==> src/dsm_pkg.sv <==
package dsm_pkg;
  // APB map, byte addresses of aligned 32-bit words
  localparam logic [7:0] OFF_MAIN_STATUS = 8'h00;
  localparam logic [7:0] OFF_SECOND_STATUS = 8'h04;
  localparam logic [7:0] OFF_MESSAGES_ONE = 8'h08;
  localparam logic [7:0] OFF_MESSAGES_TWO = 8'h0C;
  localparam logic [7:0] OFF_FREQ_THR_ONE = 8'h10;
  localparam logic [7:0] OFF_CURRENT_THR = 8'h14;
  localparam logic [7:0] OFF_DC_LINK_THR = 8'h18;
  localparam logic [7:0] OFF_CTRL_UPPER = 8'h1C;
  localparam logic [7:0] OFF_CTRL_LOWER = 8'h20;
  localparam logic [7:0] OFF_FREQ_MIN = 8'h24;
  localparam logic [7:0] OFF_FREQ_OFF = 8'h28;
  localparam logic [7:0] OFF_FREQ_MAX = 8'h2C;
  localparam logic [7:0] OFF_TORQUE_THR = 8'h30;
  localparam logic [7:0] OFF_BIT_SELECT = 8'h34;
  localparam logic [7:0] OFF_BIT_VALUE = 8'h38;

  // Reset values of the writable registers
  localparam logic [15:0] RST_FREQ_THR_ONE = 16'h0000;
  localparam logic [15:0] RST_CURRENT_THR = 16'h0000;
  localparam logic [15:0] RST_DC_LINK_THR = 16'h0000;
  localparam logic [15:0] RST_CTRL_UPPER = 16'h7FFF;
  localparam logic [15:0] RST_CTRL_LOWER = 16'h8000;
  localparam logic [15:0] RST_FREQ_MIN = 16'h0000;
  localparam logic [15:0] RST_FREQ_OFF = 16'h0000;
  localparam logic [15:0] RST_FREQ_MAX = 16'h7FFF;
  localparam logic [15:0] RST_TORQUE_THR = 16'h7FFF;
  localparam logic [5:0] RST_BIT_SELECT = 6'h00;

  // Bit select register: word number in [1:0], bit number in [7:4]
  localparam int SEL_WORD_LSB = 0;
  localparam int SEL_BIT_LSB = 4;

  // Main status word fields
  localparam int MS_READY = 0;
  localparam int MS_READY_RUN = 1;
  localparam int MS_RUNNING = 2;
  localparam int MS_FAULT = 3;
  localparam int MS_COAST = 4;
  localparam int MS_QUICK = 5;
  localparam int MS_INHIBIT = 6;
  localparam int MS_WARNING = 7;
  localparam int MS_DEVIATION = 8;
  localparam int MS_PD_CTRL = 9;
  localparam int MS_FMAX_REACHED = 10;
  localparam int MS_CUR_LIMIT = 11;
  localparam int MS_BRAKE = 12;
  localparam int MS_MOTOR_OVL = 13;
  localparam int MS_CLOCKWISE = 14;
  localparam int MS_DRIVE_OVL = 15;

  // Second status word fields
  localparam int SS_DC_BRAKE = 0;
  localparam int SS_F_GE_OFF = 1;
  localparam int SS_F_GT_MIN = 2;
  localparam int SS_I_GE_THR = 3;
  localparam int SS_F_GT_ONE = 4;
  localparam int SS_F_LE_ONE = 5;
  localparam int SS_F_GE_SET = 6;
  localparam int SS_VDC_LOW = 7;
  localparam int SS_VDC_HIGH = 8;
  localparam int SS_RAMP_DONE = 9;
  localparam int SS_CTRL_AT_LOW = 10;
  localparam int SS_CTRL_AT_HIGH = 11;

  // Message word one fields
  localparam int M1_F_GT_MIN = 0;
  localparam int M1_F_LE_ONE = 1;
  localparam int M1_F_GT_ONE = 2;
  localparam int M1_F_GT_ZERO = 3;
  localparam int M1_F_GE_SET = 4;
  localparam int M1_F_GE_OFF = 5;
  localparam int M1_F_GT_MAX = 6;
  localparam int M1_F_EQ_SET = 7;
  localparam int M1_I_GE_THR = 8;
  localparam int M1_VDC_LOW = 9;
  localparam int M1_VDC_HIGH = 10;
  localparam int M1_NO_LOAD = 11;

  // Message word two fields
  localparam int M2_FSET_GT_ZERO = 5;
  localparam int M2_BLOCKED = 6;
  localparam int M2_STALLED = 7;
  localparam int M2_I_LT_THR = 8;
  localparam int M2_TRQ_AT_SET = 9;
  localparam int M2_TRQ_HIGH = 10;
  localparam int M2_LOAD_WARN = 11;
  localparam int M2_LOAD_FAULT = 12;

  // Monitoring cycle timing
  localparam int CLK_PERIOD_NS = 10;
  localparam int MON_PERIOD_NS = 1000;
  localparam int MON_CYCLES = MON_PERIOD_NS / CLK_PERIOD_NS;
  localparam int CNT_W = 7;
  localparam logic [CNT_W-1:0] MON_LAST = CNT_W'(MON_CYCLES - 1);
endpackage

==> src/dsm_status_top.sv <==
// Local design decisions: the placing of the registers and the APB interface to the registers.
`timescale 1ns/1ps
// How it works
// - Results kept in read-only words, bits addressable.
// - Main bits 0-3: ready, ready-run, running, fault.
// - Main bits 4-7: coast, quick stop, inhibit, warning.
// - Main bits 8-11: deviation, process data, fmax, current.
// - Main bits 12-15: brake, motor overload, clockwise, overload.
// - Second bits 0,9,10,11: DC brake, ramp, limits.
// - Frequency at/above and equal setpoint flags.
// - Current at/above and below threshold flags.
// - DC link below and above threshold flags.
// - Absolute frequency versus first threshold flags.
// - Message two bits 11,12: load torque warn, fault.
module dsm_status_top
  import dsm_pkg::*;
(
  // Clock and reset
  input wire logic pclk,
  input wire logic presetn,
  // APB slave
  input wire logic psel,
  input wire logic penable,
  input wire logic pwrite,
  input wire logic [7:0] paddr,
  input wire logic [31:0] pwdata,
  output logic [31:0] prdata,
  output logic pready,
  output logic pslverr,
  // Measured values; current and DC link unsigned, the rest two's complement
  input wire logic [15:0] freq_actual,
  input wire logic [15:0] freq_setpoint,
  input wire logic [15:0] actual_current_value,
  input wire logic [15:0] dc_link_voltage,
  input wire logic [15:0] torque_actual,
  input wire logic [15:0] controller_output_value,
  // Drive state flags
  input wire logic st_ready,
  input wire logic st_ready_run,
  input wire logic st_running,
  input wire logic st_fault,
  input wire logic coast_stop,
  input wire logic quick_stop,
  input wire logic st_inhibit,
  input wire logic st_warning,
  input wire logic st_deviation,
  input wire logic process_data_control,
  input wire logic st_current_limit,
  input wire logic st_brake,
  input wire logic st_motor_overload,
  input wire logic st_drive_overload,
  input wire logic st_dc_brake,
  input wire logic st_ramp_done,
  input wire logic st_no_load,
  input wire logic st_blocked,
  input wire logic st_stalled,
  input wire logic load_torque_warn,
  input wire logic load_torque_fault,
  // Word and bit outputs
  output logic [15:0] drive_main_status,
  output logic [15:0] drive_second_status,
  output logic [15:0] monitor_messages_one,
  output logic [15:0] monitor_messages_two
);
  ////////////////////////////////////////////////////////////////////////////
  localparam int FLAG_W = 21;
  localparam int SYNC_W = 6 * 16 + FLAG_W;
  logic [SYNC_W-1:0] sync_out; // Synchronised pins
  logic signed [15:0] f_act, f_set, trq, ctl; // Signed views
  logic [15:0] i_act, vdc; // Unsigned views
  logic [FLAG_W-1:0] fl; // Synchronised flags
  // Values are multi-bit; a word caught mid-change can mix old and new bits for one sample
  dsm_sync #(.W(SYNC_W)) u_sync (
    .pclk(pclk),
    .presetn(presetn),
    .din({freq_actual, freq_setpoint, actual_current_value, dc_link_voltage,
          torque_actual, controller_output_value,
          load_torque_fault, load_torque_warn, st_stalled, st_blocked,
          st_no_load, st_ramp_done, st_dc_brake, st_drive_overload,
          st_motor_overload, st_brake, st_current_limit, process_data_control,
          st_deviation, st_warning, st_inhibit, quick_stop, coast_stop,
          st_fault, st_running, st_ready_run, st_ready}),
    .dout(sync_out)
  );
  assign f_act = sync_out[SYNC_W-1 -: 16];
  assign f_set = sync_out[SYNC_W-17 -: 16];
  assign i_act = sync_out[SYNC_W-33 -: 16];
  assign vdc = sync_out[SYNC_W-49 -: 16];
  assign trq = sync_out[SYNC_W-65 -: 16];
  assign ctl = sync_out[SYNC_W-81 -: 16];
  assign fl = sync_out[FLAG_W-1:0];
  // Magnitude; the most negative value maps to 16'h8000
  function automatic logic [15:0] mag(input logic [15:0] v);
    mag = v[15] ? 16'((~v) + 16'h0001) : v;
  endfunction

  ////////////////////////////////////////////////////////////////////////////
  // Monitoring cycle tick
  logic [CNT_W-1:0] cnt_q, cnt_d;
  logic tick_q, tick_d; // One-cycle pulse each monitoring cycle
  always_comb begin
    cnt_d = (cnt_q == MON_LAST) ? '0 : cnt_q + 1'b1;
    tick_d = (cnt_q == MON_LAST);
  end
  always_ff @(posedge pclk or negedge presetn) begin
    if (!presetn) begin
      cnt_q <= '0;
      tick_q <= 1'b0;
    end else begin
      cnt_q <= cnt_d;
      tick_q <= tick_d;
    end
  end

  ////////////////////////////////////////////////////////////////////////////
  // Threshold registers written by software
  logic [15:0] f_one_q, f_one_d, i_thr_q, i_thr_d, vdc_thr_q, vdc_thr_d;
  logic [15:0] up_q, up_d, lo_q, lo_d, fmin_q, fmin_d, foff_q, foff_d;
  logic [15:0] fmax_q, fmax_d, tthr_q, tthr_d;
  logic [5:0] sel_q, sel_d; // Word and bit of the bit read port
  logic wr_en; // Write completes this edge
  assign wr_en = psel & penable & pready & pwrite;
  // Writes take effect at the completing access edge only
  always_comb begin
    f_one_d = f_one_q;
    i_thr_d = i_thr_q;
    vdc_thr_d = vdc_thr_q;
    up_d = up_q;
    lo_d = lo_q;
    fmin_d = fmin_q;
    foff_d = foff_q;
    fmax_d = fmax_q;
    tthr_d = tthr_q;
    sel_d = sel_q;
    if (wr_en) begin
      case (paddr)
        OFF_FREQ_THR_ONE: f_one_d = pwdata[15:0];
        OFF_CURRENT_THR: i_thr_d = pwdata[15:0];
        OFF_DC_LINK_THR: vdc_thr_d = pwdata[15:0];
        OFF_CTRL_UPPER: up_d = pwdata[15:0];
        OFF_CTRL_LOWER: lo_d = pwdata[15:0];
        OFF_FREQ_MIN: fmin_d = pwdata[15:0];
        OFF_FREQ_OFF: foff_d = pwdata[15:0];
        OFF_FREQ_MAX: fmax_d = pwdata[15:0];
        OFF_TORQUE_THR: tthr_d = pwdata[15:0];
        OFF_BIT_SELECT: sel_d = {pwdata[SEL_BIT_LSB+3 -: 4], pwdata[SEL_WORD_LSB+1 -: 2]};
        default: ; // Status words are read-only
      endcase
    end
  end
  always_ff @(posedge pclk or negedge presetn) begin
    if (!presetn) begin
      f_one_q <= RST_FREQ_THR_ONE;
      i_thr_q <= RST_CURRENT_THR;
      vdc_thr_q <= RST_DC_LINK_THR;
      up_q <= RST_CTRL_UPPER;
      lo_q <= RST_CTRL_LOWER;
      fmin_q <= RST_FREQ_MIN;
      foff_q <= RST_FREQ_OFF;
      fmax_q <= RST_FREQ_MAX;
      tthr_q <= RST_TORQUE_THR;
      sel_q <= RST_BIT_SELECT;
    end else begin
      f_one_q <= f_one_d;
      i_thr_q <= i_thr_d;
      vdc_thr_q <= vdc_thr_d;
      up_q <= up_d;
      lo_q <= lo_d;
      fmin_q <= fmin_d;
      foff_q <= foff_d;
      fmax_q <= fmax_d;
      tthr_q <= tthr_d;
      sel_q <= sel_d;
    end
  end

  ////////////////////////////////////////////////////////////////////////////
  // Status evaluation: all four words load on the same tick edge
  logic [15:0] ms_q, ms_d, ss_q, ss_d, m1_q, m1_d, m2_q, m2_d;
  logic [15:0] fa; // Absolute actual frequency
  logic f_eq_set; // Actual equals setpoint
  assign fa = mag(f_act);
  assign f_eq_set = (f_act == f_set);
  always_comb begin
    ms_d = ms_q;
    ss_d = ss_q;
    m1_d = m1_q;
    m2_d = m2_q;
    if (tick_q) begin
      ms_d = {fl[13], (f_act > 16'sh0000), fl[12:10], (fa >= fmax_q), fl[9:0]};
      ss_d = '0;
      ss_d[SS_DC_BRAKE] = fl[14];
      ss_d[SS_RAMP_DONE] = fl[15];
      ss_d[SS_CTRL_AT_LOW] = (ctl == $signed(lo_q));
      ss_d[SS_CTRL_AT_HIGH] = (ctl == $signed(up_q));
      ss_d[SS_F_GE_OFF] = (fa >= foff_q);
      ss_d[SS_F_GT_MIN] = (fa > fmin_q);
      ss_d[SS_I_GE_THR] = (i_act >= i_thr_q);
      ss_d[SS_F_GT_ONE] = (fa > f_one_q);
      ss_d[SS_F_LE_ONE] = (fa <= f_one_q);
      ss_d[SS_F_GE_SET] = (f_act >= f_set);
      ss_d[SS_VDC_LOW] = (vdc < vdc_thr_q);
      ss_d[SS_VDC_HIGH] = (vdc > vdc_thr_q);
      m1_d = '0;
      m1_d[M1_F_GT_MIN] = (fa > fmin_q);
      m1_d[M1_F_LE_ONE] = (fa <= f_one_q);
      m1_d[M1_F_GT_ONE] = (fa > f_one_q);
      m1_d[M1_F_GT_ZERO] = (fa != 16'h0000);
      m1_d[M1_F_GE_SET] = (f_act >= f_set);
      m1_d[M1_F_GE_OFF] = (fa >= foff_q);
      m1_d[M1_F_GT_MAX] = (fa > fmax_q);
      m1_d[M1_F_EQ_SET] = f_eq_set;
      m1_d[M1_I_GE_THR] = (i_act >= i_thr_q);
      m1_d[M1_VDC_LOW] = (vdc < vdc_thr_q);
      m1_d[M1_VDC_HIGH] = (vdc > vdc_thr_q);
      m1_d[M1_NO_LOAD] = fl[16];
      m2_d = '0;
      m2_d[M2_FSET_GT_ZERO] = (f_set > 16'sh0000);
      m2_d[M2_BLOCKED] = fl[17];
      m2_d[M2_STALLED] = fl[18];
      m2_d[M2_I_LT_THR] = (i_act < i_thr_q);
      m2_d[M2_TRQ_AT_SET] = (mag(trq) > tthr_q) & f_eq_set;
      m2_d[M2_TRQ_HIGH] = (mag(trq) > tthr_q);
      m2_d[M2_LOAD_WARN] = fl[19];
      m2_d[M2_LOAD_FAULT] = fl[20];
    end
  end
  // Words drive the ports straight from these flops
  always_ff @(posedge pclk or negedge presetn) begin
    if (!presetn) begin
      ms_q <= '0;
      ss_q <= '0;
      m1_q <= '0;
      m2_q <= '0;
    end else begin
      ms_q <= ms_d;
      ss_q <= ss_d;
      m1_q <= m1_d;
      m2_q <= m2_d;
    end
  end
  assign drive_main_status = ms_q;
  assign drive_second_status = ss_q;
  assign monitor_messages_one = m1_q;
  assign monitor_messages_two = m2_q;

  ////////////////////////////////////////////////////////////////////////////
  // APB answer: read data formed in setup, one access cycle, no waits
  logic [31:0] rd_q, rd_d;
  logic rdy_q, rdy_d, err_q, err_d;
  logic [15:0] sel_word; // Word chosen by the bit read port
  logic bit_val; // Selected single bit
  always_comb begin
    case (sel_q[1:0])
      2'h0: sel_word = ms_q;
      2'h1: sel_word = ss_q;
      2'h2: sel_word = m1_q;
      default: sel_word = m2_q;
    endcase
    bit_val = sel_word[sel_q[5:2]];
  end
  always_comb begin
    rdy_d = psel & ~penable;
    err_d = 1'b0;
    rd_d = '0;
    if (psel & ~penable) begin
      case (paddr)
        OFF_MAIN_STATUS: rd_d = {16'h0000, ms_q};
        OFF_SECOND_STATUS: rd_d = {16'h0000, ss_q};
        OFF_MESSAGES_ONE: rd_d = {16'h0000, m1_q};
        OFF_MESSAGES_TWO: rd_d = {16'h0000, m2_q};
        OFF_FREQ_THR_ONE: rd_d = {16'h0000, f_one_q};
        OFF_CURRENT_THR: rd_d = {16'h0000, i_thr_q};
        OFF_DC_LINK_THR: rd_d = {16'h0000, vdc_thr_q};
        OFF_CTRL_UPPER: rd_d = {16'h0000, up_q};
        OFF_CTRL_LOWER: rd_d = {16'h0000, lo_q};
        OFF_FREQ_MIN: rd_d = {16'h0000, fmin_q};
        OFF_FREQ_OFF: rd_d = {16'h0000, foff_q};
        OFF_FREQ_MAX: rd_d = {16'h0000, fmax_q};
        OFF_TORQUE_THR: rd_d = {16'h0000, tthr_q};
        OFF_BIT_SELECT: rd_d = {24'h000000, sel_q[5:2], 2'h0, sel_q[1:0]};
        OFF_BIT_VALUE: rd_d = {31'h00000000, bit_val};
        default: err_d = 1'b1; // Unmapped address
      endcase
    end
  end
  always_ff @(posedge pclk or negedge presetn) begin
    if (!presetn) begin
      rd_q <= '0;
      rdy_q <= 1'b0;
      err_q <= 1'b0;
    end else begin
      rd_q <= rd_d;
      rdy_q <= rdy_d;
      err_q <= err_d;
    end
  end
  assign prdata = rd_q;
  assign pready = rdy_q;
  assign pslverr = err_q;
endmodule

==> src/dsm_sync.sv <==
`timescale 1ns/1ps
// Two-flop synchroniser for levels arriving from outside the pclk domain
module dsm_sync #(
  parameter int W = 1
) (
  // Clock and reset
  input wire logic pclk,
  input wire logic presetn,
  // Data
  input wire logic [W-1:0] din,
  output logic [W-1:0] dout
);
  logic [W-1:0] meta_q; // First stage, read only by the second
  logic [W-1:0] sync_q; // Second stage, safe to use

  // Both stages clear to zero at reset
  always_ff @(posedge pclk or negedge presetn) begin
    if (!presetn) begin
      meta_q <= '0;
      sync_q <= '0;
    end else begin
      meta_q <= din;
      sync_q <= meta_q;
    end
  end

  assign dout = sync_q;
endmodule

==> config.mk <==
export PLATFORM = sky130hd
export DESIGN_NAME = dsm_status_top
export DESIGN_NICKNAME = d
export VERILOG_FILES = /design/src/dsm_pkg.sv /design/src/dsm_status_top.sv /design/src/dsm_sync.sv
export SDC_FILE = /design/constraint.sdc
export NUM_CORES = 1
export LEC_CHECK = 0
export BUFFER_PORTS_ARGS = -buffer_cell sky130_fd_sc_hd__buf_2
export CAP_MARGIN = 20
export CORE_UTILIZATION = 63
export DETAILED_ROUTE_END_ITERATION = 10
export GPL_TIMING_DRIVEN = 1
export HOLD_SLACK_MARGIN = 0.08
export PLACE_DENSITY_LB_ADDON = 0.25
export SETUP_SLACK_MARGIN = 0.1
export SLEW_MARGIN = 40
export SYNTH_ARGS = -nofsm -noshare
export SYNTH_HDL_FRONTEND = slang
export SYNTH_SLANG_ARGS = --single-unit
export TNS_END_PERCENT = 1
==> constraint.sdc <==
create_clock -name pclk -period 6.8 [get_ports pclk]
set_input_delay 0.34 -clock pclk [delete_from_list [all_inputs] [get_ports pclk]]
set_output_delay 0.34 -clock pclk [all_outputs]
set_load 0.01 [all_outputs]
Yosys cells after proc, flatten, opt, wreduce, memory -nomap -nowiden
Index checks and enable logic that the tools add are counted.
{"block": "totals", "input_bits": 162, "reg_bits": 474}
{"block": "op_classes", "magnitude_cmp": 15, "n_bitwise": 8, "reduce_logical": 14, "eq_ne": 20, "n_mux": 10, "addsub": 3}
{"cell": "case mux 16 bit (15 select lines)", "n": 1}
{"cell": "> comparator 16 bit", "n": 5}
{"cell": "greater-or-equal comparator 16 bit", "n": 4}
{"cell": "== test 8 x 6 -> 1 bit, second input constant", "n": 7}
{"cell": "== test 16 bit", "n": 3}
{"cell": "two-way mux 16 bit", "n": 3}
{"cell": "case mux 16 bit (3 select lines)", "n": 1}
{"cell": "adder 16 x 1 -> 16 bit, second input constant", "n": 2}
{"cell": "== test 8 x 5 -> 1 bit, second input constant", "n": 4}
{"cell": "> comparator 16 x 1 -> 1 bit, second input constant", "n": 2}
{"cell": "< comparator 16 bit", "n": 2}
{"cell": "NOT 16 bit", "n": 2}
{"cell": "AND reduction 2 bit", "n": 10}
{"cell": "== test 8 x 4 -> 1 bit, second input constant", "n": 2}
{"cell": "<= comparator 16 bit", "n": 1}
{"cell": "nonzero test 16 bit", "n": 1}
{"cell": "OR reduction 15 bit", "n": 1}
{"cell": "== test 8 x 3 -> 1 bit, second input constant", "n": 1}
{"cell": "zero test 8 bit", "n": 1}
{"cell": "adder 7 x 1 -> 7 bit, second input constant", "n": 1}
{"cell": "== test 7 bit, second input constant", "n": 1}
{"cell": "two-way mux 7 bit", "n": 1}
{"cell": "AND 1 bit", "n": 5}
{"cell": "< comparator 4 x 5 -> 1 bit, second input constant", "n": 1}
{"cell": "other kinds (6)", "n": 8}

Longest topological paths before layout
{"block": "logic_depth", "word_depth": 6, "mapped_depth": 13}

Hierarchy
From an unflattened synthesis, not the netlist that was laid out.
{"block": "hier_totals", "hier_cells": 1839, "area_unflattened_um2": 20568.5}
{"mod": "dsm_status_top", "seq_area_each_um2": 5462.7, "instances": 1, "area_each_um2": 14712.9, "cells_each": 1605}
{"mod": "dsm_sync", "seq_area_each_um2": 5855.6, "instances": 1, "area_each_um2": 5855.6, "cells_each": 234}

Worst setup path after synthesis
OpenSTA, ideal clock, no wires.
{"block": "synth_timing", "kind": "reg2reg", "start": "register u_sync.sync_q[101], in the netlist u_sync.dout[101]", "end": "register m1_q[2], in the netlist monitor_messages_one[2]", "path_stages_with_launch": 14, "setup_slack_ns": 3.487, "synth_period_minus_slack_ns": 3.313, "n_path_buf": 0, "arrival_ns": 3.195, "setup_ns": 0.118, "t_required_ns": 6.682, "cell_sequence": "dfrtp_1 > inv_1 > ha_1 > or4b_4 > or3_1 > o21ai_0 > xnor2_1 > ha_1 > and3_1 > a221oi_1 > nor2_1 > a211oi_1 > a21oi_1 > a21o_1"}
{"block": "synth_between", "elab_chain_len": 4}
{"item": "start, declared", "line_no": "dsm_sync.sv:14", "rtl": "logic [W-1:0] sync_q;"}
{"item": "start signal, assigned", "line_no": "dsm_sync.sv:23", "rtl": "sync_q <= meta_q;"}
{"item": "NOT 16 bit", "line_no": "dsm_status_top.sv:94", "rtl": "mag = v[15] ? 16'((~v) + 16'h0001) : v;"}
{"item": "adder 16 x 1 -> 16 bit", "line_no": "dsm_status_top.sv:94"}
{"item": "two-way mux 16 bit (*)", "line_no": "dsm_status_top.sv:94"}
{"item": "> comparator 16 bit (*)", "line_no": "dsm_status_top.sv:207", "rtl": "m1_d[M1_F_GT_ONE] = (fa > f_one_q);"}
{"item": "end signal, assigned", "line_no": "dsm_status_top.sv:238", "rtl": "m1_q <= m1_d;"}
{"item": "end, declared", "line_no": "dsm_status_top.sv:179", "rtl": "logic [15:0] ms_q, ms_d, ss_q, ss_d, m1_q, m1_d, m2_q, m2_d;"}
Every way passes the cells marked *; elsewhere a longest branch is shown, timed or not.
A chain may end at the register's enable or synchronous reset.

Worst setup path in the final report
Same ends and word-level chain as after synthesis.

==> run metrics <==
status=complete, no violations; top achievable clock speed=244.0 MHz; CTS sink count=450; TritonCTS clock tree=yes; slowest cell delay on critical path=0.52 ns; Top Layer Used=met4; Initial Utilization=64.71%; synthesized area per cell=~12 um2; Final #Nets=~2400; fraction of the mapped netlist area in compound gates=a little under an eighth; largest cells by area after synthesis=dfrtp_1 (49%), ha_1 (7.9%), dfstp_2 (5.8%); total length of routed met2 wires=approximately 31 mm; antenna viol nets, final=0; PortBufs=roughly 210; Rows=65; first-pass iteration count of the detailed router=6; internal power=4661 uW; Tcrit/Tclk final=60.26%; Yosys reg bits=450; largest family of logic cells by synthesized area=compound AO/OA/AOI/OAI gates; fin. max-slew vios=0; CP dominant cell by count=ha_1; CTS clk-pin slew, worst paths=0.07 ns; die area=0.03356 mm2; DR DRC count=0; Fillers=1947; Post-DP HPWL=43.57 mm; DRT iter0 DRCs=1991; CP Data Required Time=7.28 ns; crit path cell chain=inv_1, ha_1, or4b_4, or3_1, o21ai_0, xnor2_1, ha_1, and3_1, a221oi_1, nor2_1, a211oi_1, a21oi_1, a21o_1; clk root buf=clkbuf_16; chip width=approximately 180 um; clock power share=46.4%; total track usage=40.91%; unrepaired setup endpoints after global routing=false; cell count after synthesis=between 1500 and 2000; setup_tns=0 ns; xor/xnor share of the synthesized area=2.626%; Post-Synth Simple-Gate Area=9.135%; CTS H-tree lvls=2; Vias=~16000; met3 wire len=6.098 mm; met1 wire length=26.05 mm; first-pass GRT wire length=about 100 mm; initial antenna violation count=0; post-synth cell types=79; PwrDens=245.1 mW/mm2; P_sw=1415 uW; Routed WL=66.60 mm; sequential fraction of the synthesis area=54.72%; Logic pwr share=under 10%; Core ar.=0.03196 mm2; CP Capture Type=register; peak supply drop=~0.24 mV; Final Hold Violating Endpoints=0; asr flop ratio synth=100.0%; static leakage power=~0.012 uW; drt via density=6.238; Final Non-Filler Cells=2556; total of max-cap violations=0; largest net degree at the start of global routing=about 140; worst reg2reg startpoint=u_sync.dout[101]; critical path type=register to register; top-count cell post-synth=dfrtp_1; crit path time final=~4.1 ns; clock latency on the worst-skew pair=0.59 ns; post-CTS sizing=0; Finish-stage setup viols=0; Synth top area share=48.88%; Synth warnings=0; gpl congestion=around 1; I/O pin cnt=between 200 and 300; Sw Share=23.29%; routed len/inst=26.05 um; Critical-path top delay cell=or4b_4; Reg power frac=46.2%; Layout area overhead=19.84%; worst-path maximum fanout=6; min-delay worst type=input port to register; number of buffers created by CTS=46; mux contribution to synthesized area=7.913%; Slew headroom=~41%; Die H=183.2 um; Worst setup startpoint=u_sync.dout[101]; grt total ovfl=0; top_reg_cell synth=dfrtp_1; min-delay src=pwdata[9]; commonest cells in the netlist=dfrtp_1 (404), nand2_1 (142), inv_1 (136), ha_1 (131), o21ai_0 (129); WP data arrival=4.58 ns; Tightest Pin Transition=0.8901 ns; Synth Area in Adders=7.925%; Worst setup SP type=register; Synth area leader=dfrtp_1; EDFF count, synth=0; layout cells sized above 1=22.74%; Max Root-Sink Buffers=3; skew final=0.01385 ns; vias in the first global route=16300; DP Cell Count=2352; area of the mapped netlist=0.02068 mm2
==> worst max-delay path, delay by kind of cell (launching register included) <==
family	cells	cell delay, ns
buffers and inverters	1	0.27
and+or+nand+nor	4	1.14
AOI/OAI and AO/OA	5	1.19
adders and majority gates	2	0.66
xor gates and xnor gates	1	0.31
DFF	1	0.42
==> placed cells by master, fill, tap and decap left out, types with 33 or more instances in the layout <==
master,n
inv_1,136
dfrtp_1,404
dfstp_2,46
mux2_2,84
clkbuf_16,49
nor2_1,50
ha_1,131
nand3_1,33
xnor2_1,61
a21oi_1,52
o21ai_0,129
nand2_1,142
buf_2,210
nand4_1,35
a22oi_1,39
dlygate4sd3_1,120
==> registers in the layout (all words and copies together) (netlist names) <==
name	count
drive_second_status	4
prdata	16
sel_q	6
drive_main_status	16
u_sync.meta_q	117
monitor_messages_one	12
up_q	16
u_sync.dout	117
monitor_messages_two	8
pready	1
fmin_q	16
foff_q	16
fmax_q	16
f_one_q	16
tick_q	1
pslverr	1
cnt_q	7
tthr_q	16
vdc_thr_q	16
lo_q	16
i_thr_q	16
==> metrics by stage <==
stage                     utilization, %  hold WS (ns)  total power (uW)  instance area [um2]  worst slack, ns
final                              77.55        0.1457              6075                24790            2.702
after global routing               77.54        0.1353              6252                24780            2.496
after CTS                          77.49        0.1183              6051                24770            2.828
after detailed placement           68.45        0.2789              3226                21880            2.854
after global placement             68.26        0.3314              3205                21820            2.925
after floorplan                        -       0.04441              3046                20800            3.487
==> power groups by stage <==
stage | Clock [uW] | Combinational [uW] | Sequential (uW)
after CTS | 2810 | 433 | 2800
after floorplan | 0 | 214 | 2830
final | 2820 | 450 | 2810
after detailed placement | 0 | 376 | 2850
after global routing | 2950 | 491 | 2810
after global placement | 0 | 356 | 2850
==> cell families (layout without fill, tap and decap cells) <==
kind of cell    Yosys count  in the layout
buf+inv                 255            566
other cells               1             33
fa+ha+maj               131            131
simple gates            371            371
mux                     133            133
flops                   450            450
compound gates          375            375
xor+xnor                 62             62
==> final cells by class <==
type	count	area (um2)	area share, %
diodes	1	2.502	0.01010
clock buffers	60	1328	5.356
clock inverters	22	361.6	1.459
inverters	136	510.5	2.060
multi-input cells	1104	8257	33.31
flip-flops and latches	450	11320	45.67
well taps	435	544.3	2.196
repair buffers	348	2464	9.940
==> routing by layer <==
| metal | vias up | track usage [%] |
|---|---|---|
| met5 | - | 0 |
| met4 | 0 | 21.83 |
| met3 | 195 | 7.744 |
| met2 | 996 | 64.50 |
| met1 | 7893 | 54.11 |
| li1 | 6860 | - |
==> final timing paths <==
path / end / slack (ns) / cells past startpoint
setup / recovery: monitor_messages_one[2] / 2.70 / 13
hold / removal: fmax_q[9] / 0.15 / 3
setup reg to reg: monitor_messages_one[2] / 2.70 / 13
hold reg to reg: u_sync.dout[5] / 0.35 / 0
max in group asynchronous: u_sync.meta_q[94] / 5.09 / 4
min in group asynchronous: u_sync.dout[22] / 0.26 / 2
==> what timing repair did <==
action	4_1_cts	5_1_grt
hold buffers	120	0
buffers inserted	0	0
hold endpoints to repair	173	0
Power figures use the tool's default switching activity.
